--- src/pfcfc_pkg.sv ---
// pfcfc_pkg: constants, types and structs for the port pause / priority flow control block
// assumes a single 40 MHz mac clock and a mac that frames and parses pause control frames
package pfcfc_pkg;

	// ****************************************
	// sizes
	// ****************************************
	localparam int PFCFC_NPRI = 8;
	localparam int PFCFC_QW = 16;
	localparam int PFCFC_QUANTA_BITS = 512;
	localparam int PFCFC_LINK_MBPS = 1000;
	localparam int PFCFC_CLK_MHZ = 40;
	// mac clock cycles per pause quantum at the link rate, at least one
	localparam int PFCFC_QUANTUM_NS = (PFCFC_QUANTA_BITS * 1000) / PFCFC_LINK_MBPS;
	localparam int PFCFC_QUANTUM_CYC_RAW = (PFCFC_QUANTUM_NS * PFCFC_CLK_MHZ + 999) / 1000;
	localparam int PFCFC_QUANTUM_CYC = (PFCFC_QUANTUM_CYC_RAW < 1) ? 1 : PFCFC_QUANTUM_CYC_RAW;
	localparam logic [7:0] PFCFC_QUANTUM_CYC_W = 8'(PFCFC_QUANTUM_CYC);

	// ****************************************
	// reset values
	// ****************************************
	localparam logic [PFCFC_QW-1:0] PFCFC_ZERO_Q = 16'h0000;
	localparam logic [PFCFC_NPRI-1:0] PFCFC_NONE = 8'h00;
	localparam logic [PFCFC_NPRI-1:0] PFCFC_ALL = 8'hff;

	// ****************************************
	// types
	// ****************************************
	typedef enum logic {PFCFC_MODE_BASE, PFCFC_MODE_PFC} pfcfc_mode_t;

	typedef struct packed {
		logic rx;
		logic tx;
	} pfcfc_adv_t;

	typedef struct packed {
		logic valid;
		logic is_pfc;
		logic [PFCFC_NPRI-1:0] mask;
		logic [PFCFC_NPRI-1:0][PFCFC_QW-1:0] quanta;
	} pfcfc_rxpause_t;

	typedef struct packed {
		logic is_pfc;
		logic [PFCFC_NPRI-1:0] mask;
		logic [PFCFC_QW-1:0] quanta;
	} pfcfc_txpause_t;

endpackage

--- src/pfcfc_port.sv ---
// pfcfc_port: pause and priority flow control for one ethernet port
// assumes the mac frames pause requests and parses received control frames,
// and that every input is synchronous to mclk
//
// Operation
// - base pause quantity is 16 bits, counted in 512 bit time units
// - on pause, finish current frame then send nothing for the duration
// - all flow control settings are per port; one instance per port
// - tx and rx pause enables separate; negotiation never disabled
// - emit pause when receive depth rises past high-water mark
// - each frame received while above low-water triggers another pause
// - below low-water, stop pausing until high-water crossed again
// - accepted pause halts all output queues for the encoded time
// - at 1G link up, settings apply at once; relink renegotiates latest
// - local rx off tx on, partner both on: local transmit only
// - local both on, partner rx off tx on: local receive only
// - both advertise rx on: symmetric pause both directions
// - partner advertises both off: pause disabled both ways
// - pfc frame carries eight 16-bit quanta and a valid bitmask
// - pfc quantum n acts like base pause but stops priority n only
// - pfc keeps eight threshold pairs, depth tracked per priority
// - pfc tx and rx enables set separately per priority
// - one programmed pause time used for every pfc priority
// - both ends must use the same scheme, base or pfc
`timescale 1ns/100ps
`default_nettype none
module pfcfc_port
(
	input wire logic mclk,
	input wire logic rst,
	input wire pfcfc_pkg::pfcfc_mode_t mode,
	input wire pfcfc_pkg::pfcfc_adv_t cfg_adv,
	input wire logic [pfcfc_pkg::PFCFC_NPRI-1:0] pfc_tx_en,
	input wire logic [pfcfc_pkg::PFCFC_NPRI-1:0] pfc_rx_en,
	input wire logic [pfcfc_pkg::PFCFC_QW-1:0] pause_time,
	input wire logic [pfcfc_pkg::PFCFC_NPRI-1:0][pfcfc_pkg::PFCFC_QW-1:0] hi_mark,
	input wire logic [pfcfc_pkg::PFCFC_NPRI-1:0][pfcfc_pkg::PFCFC_QW-1:0] lo_mark,
	input wire logic [pfcfc_pkg::PFCFC_NPRI-1:0][pfcfc_pkg::PFCFC_QW-1:0] rxq_depth,
	input wire logic rx_frame,
	input wire logic [2:0] rx_frame_pri,
	input wire logic link_up,
	input wire logic an_done,
	input wire pfcfc_pkg::pfcfc_adv_t partner_adv,
	input wire pfcfc_pkg::pfcfc_rxpause_t rx_pause,
	input wire logic tx_busy,
	input wire logic tx_pause_ack,
	output pfcfc_pkg::pfcfc_adv_t adv_out,
	output logic eff_tx_en,
	output logic eff_rx_en,
	output logic tx_pause_req,
	output pfcfc_pkg::pfcfc_txpause_t tx_pause,
	output logic [pfcfc_pkg::PFCFC_NPRI-1:0] txq_halt
);
	import pfcfc_pkg::*;

	// ****************************************
	// quantum tick divider
	// ****************************************
	logic [7:0] qdiv_ff;
	logic qtick;

	assign qtick = (qdiv_ff == 8'h00);

	always_ff @(posedge mclk or posedge rst)
	begin
		if (rst)
			qdiv_ff <= 8'h00;
		else
			qdiv_ff <= qtick ? PFCFC_QUANTUM_CYC_W - 8'h01 : qdiv_ff - 8'h01;
	end

	// ****************************************
	// pause negotiation
	// ****************************************
	function automatic logic [1:0] pfcfc_resolve(input pfcfc_adv_t loc, input pfcfc_adv_t rem);
		logic [1:0] r;
		r = 2'b00; // {tx, rx}, also covers partner both off
		if (loc.rx && rem.rx)
			r = 2'b11;
		else if (!loc.rx && loc.tx && rem.rx && rem.tx)
			r = 2'b10;
		else if (loc.rx && loc.tx && !rem.rx && rem.tx)
			r = 2'b01;
		return r;
	endfunction

	logic neg_valid_ff;
	logic [1:0] neg_ff;
	logic [1:0] neg_res;
	pfcfc_adv_t neg_cfg_ff;
	logic neg_live;

	assign neg_res = pfcfc_resolve(cfg_adv, partner_adv);
	// latest configuration is always advertised; negotiation has no off switch
	assign adv_out = cfg_adv;

	always_ff @(posedge mclk or posedge rst)
	begin
		if (rst)
		begin
			neg_valid_ff <= 1'b0;
			neg_ff <= 2'b00;
			neg_cfg_ff <= '0;
		end
		else if (!link_up)
			neg_valid_ff <= 1'b0;
		else if (an_done)
		begin
			neg_valid_ff <= 1'b1;
			neg_ff <= neg_res;
			neg_cfg_ff <= cfg_adv;
		end
	end

	// negotiated result holds while the settings match what was advertised;
	// settings changed while up apply immediately
	logic tx_allowed;
	logic rx_allowed;
	assign neg_live = neg_valid_ff && (cfg_adv == neg_cfg_ff);
	assign tx_allowed = neg_live ? neg_ff[1] : cfg_adv.tx;
	assign rx_allowed = neg_live ? neg_ff[0] : cfg_adv.rx;

	logic is_pfc;
	assign is_pfc = (mode == PFCFC_MODE_PFC);

	// every setting is a port of this instance, so ports never share flow control state
	logic [PFCFC_NPRI-1:0] gen_en;
	logic [PFCFC_NPRI-1:0] hon_en;
	assign gen_en = is_pfc ? (tx_allowed ? pfc_tx_en : PFCFC_NONE) : (tx_allowed ? 8'h01 : PFCFC_NONE);
	assign hon_en = is_pfc ? (rx_allowed ? pfc_rx_en : PFCFC_NONE) : (rx_allowed ? PFCFC_ALL : PFCFC_NONE);

	// ****************************************
	// pause generation from receive depth
	// ****************************************
	logic [PFCFC_NPRI-1:0] cong_ff;
	logic [PFCFC_NPRI-1:0] nxt_cong;
	logic [PFCFC_NPRI-1:0] trig;
	logic [PFCFC_NPRI-1:0] pend_ff;
	logic [PFCFC_NPRI-1:0] nxt_pend;
	logic [PFCFC_NPRI-1:0] rise;

	genvar g;
	generate
		for (g = 0; g < PFCFC_NPRI; g++)
		begin : gen_mark
			// base mode watches only the port total carried in lane 0
			logic over_hi;
			logic under_lo;
			logic frame_hit;
			assign over_hi = rxq_depth[g] > hi_mark[g];
			assign under_lo = rxq_depth[g] < lo_mark[g];
			assign frame_hit = rx_frame && (!is_pfc || rx_frame_pri == 3'(g));
			assign nxt_cong[g] = under_lo ? 1'b0 : (over_hi ? 1'b1 : cong_ff[g]);
			assign rise[g] = over_hi && !cong_ff[g];
			// a frame received while still above low-water repeats the pause
			assign trig[g] = gen_en[g] && (rise[g] || (cong_ff[g] && !under_lo && frame_hit));
		end
	endgenerate

	// base frames carry no mask, so their acknowledge retires lane 0
	logic [PFCFC_NPRI-1:0] sent_mask;
	assign sent_mask = tx_pause.is_pfc ? tx_pause.mask : 8'h01;
	// set wins over the acknowledge clear
	assign nxt_pend = (pend_ff & ~(tx_pause_ack ? sent_mask : PFCFC_NONE)) | trig;

	always_ff @(posedge mclk or posedge rst)
	begin
		if (rst)
		begin
			cong_ff <= PFCFC_NONE;
			pend_ff <= PFCFC_NONE;
		end
		else
		begin
			cong_ff <= nxt_cong;
			pend_ff <= nxt_pend;
		end
	end

	// outgoing request holds until the mac acknowledges
	logic req_ff;
	pfcfc_txpause_t txp_ff;

	assign tx_pause_req = req_ff;
	assign tx_pause = txp_ff;

	always_ff @(posedge mclk or posedge rst)
	begin
		if (rst)
		begin
			req_ff <= 1'b0;
			txp_ff <= '0;
		end
		else if (!req_ff || tx_pause_ack)
		begin
			req_ff <= (nxt_pend != PFCFC_NONE);
			txp_ff.is_pfc <= is_pfc;
			txp_ff.mask <= is_pfc ? nxt_pend : PFCFC_NONE;
			txp_ff.quanta <= pause_time; // single time for all priorities
		end
	end

	// ****************************************
	// received pause handling
	// ****************************************
	logic [PFCFC_NPRI-1:0] tmr_load;
	logic [PFCFC_NPRI-1:0] tmr_active;
	logic [PFCFC_NPRI-1:0][PFCFC_QW-1:0] tmr_val;
	logic rx_ok;

	assign rx_ok = rx_pause.valid && (rx_pause.is_pfc == is_pfc);

	generate
		for (g = 0; g < PFCFC_NPRI; g++)
		begin : gen_tmr
			// base pause loads every priority; pfc only masked lanes
			assign tmr_load[g] = rx_ok && hon_en[g] && (is_pfc ? rx_pause.mask[g] : 1'b1);
			assign tmr_val[g] = is_pfc ? rx_pause.quanta[g] : rx_pause.quanta[0];
			pfcfc_timer u_tmr
			(
				.mclk(mclk),
				.rst(rst),
				.qtick(qtick),
				.load(tmr_load[g]),
				.value(tmr_val[g]),
				.active(tmr_active[g])
			);
		end
	endgenerate

	// halt rises and lowers only between frames so a frame in flight completes
	logic [PFCFC_NPRI-1:0] halt_ff;

	always_ff @(posedge mclk or posedge rst)
	begin
		if (rst)
			halt_ff <= PFCFC_NONE;
		else if (!tx_busy)
			halt_ff <= tmr_active & hon_en;
	end

	assign txq_halt = halt_ff;
	assign eff_tx_en = tx_allowed;
	assign eff_rx_en = rx_allowed;

endmodule // pfcfc_port
`default_nettype wire

--- src/pfcfc_timer.sv ---
// pfcfc_timer: one pause countdown in pause quanta
// assumes qtick pulses once per 512 bit times
`timescale 1ns/100ps
`default_nettype none
module pfcfc_timer
(
	input wire logic mclk,
	input wire logic rst,
	input wire logic qtick,
	input wire logic load,
	input wire logic [pfcfc_pkg::PFCFC_QW-1:0] value,
	output logic active
);
	import pfcfc_pkg::*;

	logic [PFCFC_QW-1:0] count_ff;
	logic [PFCFC_QW-1:0] nxt_count;

	// a new frame reloads, zero ends the pause
	assign nxt_count = load ? value : ((qtick && count_ff != PFCFC_ZERO_Q) ? count_ff - 16'h0001 : count_ff);
	assign active = (count_ff != PFCFC_ZERO_Q);

	always_ff @(posedge mclk or posedge rst)
	begin
		if (rst)
			count_ff <= PFCFC_ZERO_Q;
		else
			count_ff <= nxt_count;
	end
endmodule // pfcfc_timer
`default_nettype wire

--- config.mk ---
export PLATFORM = sky130hd
export DESIGN_NAME = pfcfc_port
export DESIGN_NICKNAME = d
export VERILOG_FILES = /design/src/pfcfc_pkg.sv /design/src/pfcfc_port.sv /design/src/pfcfc_timer.sv
export SDC_FILE = /design/constraint.sdc
export NUM_CORES = 1
export LEC_CHECK = 0
export ABC_AREA = 1
export BUFFER_PORTS_ARGS = -buffer_cell sky130_fd_sc_hd__buf_4
export CAP_MARGIN = 30
export CORE_AREA = 8 8 229 231
export CTS_BUF_LIST = sky130_fd_sc_hd__clkbuf_8
export CTS_CLUSTER_SIZE = 25
export DETAILED_ROUTE_END_ITERATION = 10
export DIE_AREA = 0 0 237 239
export REMOVE_ABC_BUFFERS = 1
export SETUP_SLACK_MARGIN = 0.05
export SLEW_MARGIN = 20
export SYNTH_ARGS = -nofsm -noshare
export SYNTH_HDL_FRONTEND = slang
export SYNTH_SLANG_ARGS = --single-unit
--- constraint.sdc ---
create_clock -name mclk -period 13.1 [get_ports mclk]
set_input_delay 1.965 -clock mclk [delete_from_list [all_inputs] [get_ports mclk]]
set_output_delay 1.965 -clock mclk [all_outputs]
set_load 0.005 [all_outputs]
==> flow_summary_export.csv <==
group,metric,value,unit
hold_path,min_path_type,"flip-flop to flip-flop",
worst_setup_path,end_kind,"primary output",
synth,synth_area,18500,sq um
clocking,clock-sinks,191,
clocking,cts_max_level,4,
clocking,clockBufferDepth,2,
cells_and_area,seq_area,4780,sq um
worst_setup_path,criticalPathCategory,"input port to primary output",
synth,ys_ff_latch,191,
synth,synth-edff-count,0,
synth,async_flop_share,100,%
cells_and_area,final_cell_mix,"663 x nand2_1, 617 x buf_4, 477 x inv_1, 258 x ha_1, 229 x a21oi_1",
sta,slew_viol_final,0,
cells_and_area,multiInputGateArea,11600,sq um
worst_setup_path,startpoint,"cfg_adv[0]",
die,rows,81,
detailed_routing,drt_iter0_drc,1160,
worst_setup_path,slowest_delay,300,ps
clocking,clkSlewWorstSetupHoldPaths,110,ps
job,drv_cap,0,
detailed_routing,vias,20281,
global_route,grt.total_usage,26.5,%
sta,fin_crit,5190,ps
die,start_util,38.2,%
placement,port_buffers,606,
global_route,grt_pass1_vias,20449,
cells_and_area,nets,4124,
sta,setup_viol,0,
placement,place_ws,7880,ps
status,status,"finished clean",
worst_setup_path,critical_path_depth,9,
worst_setup_path,crit_chain,"buf_4, inv_1, nor2_2, nor3_4, nand2_1, nand2_1, nand2_2, inv_2, buf_4",
global_route,grt_antenna_before_repair,5,
synth,yosysWarnings,0,
synth,synth_cell_types,53,
sta,fmaxAchievable,193,MHz
global_route,grt_first_pass_wirelength,118,mm
worst_setup_path,reg2reg_to,"gen_tmr[5].u_tmr.count_ff[15]$_DFFE_PP0P_",
worst_setup_path,r2r_cells,10,
placement,place_congestion,0.957,
worst_setup_path,critPathCapture,"eff_rx_en",
detailed_routing,drtPass1Iterations,6,
global_route,grt_start_max_net_pins,70,
clocking,ctsHoldBuffers,0,
worst_setup_path,worstPathMaxFanout,11,
detailed_routing,ant_nets,0,
clocking,cts_buffers,17,
sta,worst_slew_pin_slew,942,ps
sta,hold_viol,0,
sta,fin_crit_sh,39.6,%
worst_setup_path,crit_arrival,3230,ps
pwr,ir_worst_vdd,84.5,uV
detailed_routing,drc,0,
die,die_area,56600,sq um
sta,fin_skew,24.1,ps
clocking,cts_setup_buffers,0,
die,io_pins,607,
sta,layout_setup_ws,7910,ps
cells_and_area,final_common_cell,"nand2_1",
synth,synth_ff_type,"dfrtp_1",
synth,synthCells,2720,
die,die_y,239,um
die,coreArea,48500,sq um
die,die_w,237,um
cells_and_area,area_delta_synth_final,29.6,%
detailed_routing,vias_per_cell,5.15,
worst_setup_path,r2r_start,"gen_tmr[5].u_tmr.count_ff[0]$_DFFE_PP0P_",
clocking,clk_latency,510,ps
clocking,post_cts_resized,0,
pwr,leakagePower,13.2,nW
worst_setup_path,crit_buf_inv,4,
worst_setup_path,cp-start-kind,"input port",
global_route,globalRouteOverflowTotal,0,
pwr,p_per_area,102,nW/um^2
worst_setup_path,ff2ff_setup_slack,10280,ps
synth,yosysSeqAreaShare,25.8,%
clocking,cts_tree,"built",
worst_setup_path,worstPathRequired,11140,ps
sta,fin_tns_setup,0,ps
clocking,cts-root-buf,"clkbuf_8",
sta,rsz0062_at_grt,"no",
worst_setup_path,critPathTopFamily,"buffers and inverters",
cells_and_area,fillers,4882,
sta,slew_headroom,37.2,%
placement,dp_hpwl,65.5,mm
cells_and_area,layout-drive-gt1-share,21.1,%
detailed_routing,drt-total-wl,78.1,mm
synth,avgSynthCellArea,6.81,sq um
worst_setup_path,worst_path_max_delay_cell,"inv_2",
detailed_routing,wl_per_cell,19.8,um
## worst reg2reg max path, cell delays in order (launching register included)
cell     delay [ps]
dfrtp_1         440
inv_1           110
ha_1            240
nand3_1         180
nor3_1          380
nand4_1         200
nand2_1         240
nand2_1         310
inv_1           400
a21oi_1          80
a22oi_1         180
## power by group
| part | switching, W | internal, W | leakage, nW | total, W |
|---|---|---|---|---|
| clock network | 0.000244 | 0.000158 | 0.184 | 0.000402 |
| registers | 0.000180 | 0.000777 | 2.35 | 0.000957 |
| logic | 0.000613 | 0.000484 | 10.7 | 0.00110 |
## stage by stage
step / cells / utilization [%] / hold slack, ps / cell area [sq um] / power, W
floorplan: 2659 / - / 403 / 18200 / 0.00163
global placement: 3898 / 48.6 / 417 / 23600 / 0.00202
detailed placement: 3900 / 48.7 / 418 / 23600 / 0.00205
CTS: 3932 / 49.5 / 434 / 24000 / 0.00247
global route: 3937 / 49.5 / 438 / 24000 / 0.00267
finish: 3938 / 49.5 / 432 / 24000 / 0.00246
## routing by layer
layer	global-route usage (%)	vias up	wire length, um
met5	0	-	0
met4	8.84	0	2460
met3	4.71	92	4300
met2	47.6	609	39000
met1	31.7	9523	32300
li1	-	10057	-
## cell type report
| cell class | instances | area share (%) |
|---|---|---|
| repair buffers | 619 | 19.4 |
| well taps | 622 | 3.24 |
| clock inverters | 14 | 0.557 |
| inverters | 489 | 7.67 |
| diodes | 6 | 0.0625 |
| flip-flops and latches | 191 | 19.9 |
| multi-input cells | 1979 | 48.1 |
| clock buffers | 18 | 1.03 |
## worst min-delay path by stage
stage                    startpoint                   end  slack [ps]  cells after the start
2_1_floorplan  qdiv_ff[0]$_DFF_PP0_  qdiv_ff[0]$_DFF_PP0_         400                      1
3_3_place_gp   qdiv_ff[0]$_DFF_PP0_  qdiv_ff[0]$_DFF_PP0_         420                      1
3_5_place_dp   qdiv_ff[0]$_DFF_PP0_  qdiv_ff[0]$_DFF_PP0_         420                      1
4_1_cts        qdiv_ff[0]$_DFF_PP0_  qdiv_ff[0]$_DFF_PP0_         430                      1
5_1_grt        qdiv_ff[0]$_DFF_PP0_  qdiv_ff[0]$_DFF_PP0_         440                      1
6_report       qdiv_ff[0]$_DFF_PP0_  qdiv_ff[0]$_DFF_PP0_         430                      1
## synth_stat cells, types with 9 or more instances
master | instances | share of area, %
nor2_1 | 215 | 4.4
xor2_1 | 38 | 1.8
inv_1 | 477 | 9.7
dfrtp_1 | 191 | 26
nand2_1 | 663 | 13
o21ai_0 | 163 | 4.4
nor3_1 | 41 | 1.1
o221ai_1 | 14 | 0.66
nand4_1 | 40 | 1.4
ha_1 | 258 | 17
o211ai_1 | 44 | 1.8
o21a_1 | 10 | 0.41
clkbuf_1 | 19 | 0.38
o21ai_1 | 18 | 0.49
a31oi_1 | 19 | 0.64
o22ai_1 | 9 | 0.30
buf_4 | 9 | 0.36
buf_6 | 11 | 0.67
nor4_1 | 13 | 0.44
a21boi_0 | 9 | 0.36
buf_2 | 20 | 0.54
inv_2 | 11 | 0.22
nand3_1 | 109 | 2.9
xnor2_1 | 12 | 0.57
a21oi_1 | 229 | 6.2
## registers in the layout, indices dropped and copies added, names as in the netlist
signal and cells:
qdiv_ff 8, tx_pause_req 1, cong_ff 8, txq_halt 8, tx_pause 25, neg_cfg_ff 2
neg_valid_ff 1, pend_ff 8, gen_tmr.u_tmr.count_ff 128, neg_ff 2
## logic make-up (layout without fill, tap and decap cells)
| family | count (synthesis) | count (layout) | synth area share (%) |
|---|---|---|---|
| XOR/XNOR | 50 | 50 | 2.36 |
| AND/OR/NAND/NOR | 1118 | 1118 | 25.3 |
| flip-flops | 191 | 191 | 25.8 |
| other | 0 | 6 | 0 |
| adder cells (fa/ha/maj) | 258 | 258 | 17.4 |
| buffers and inverters | 550 | 1140 | 11.9 |
| AO/OA/AOI/OAI | 553 | 553 | 17.3 |
Power figures use the tool's default switching activity.
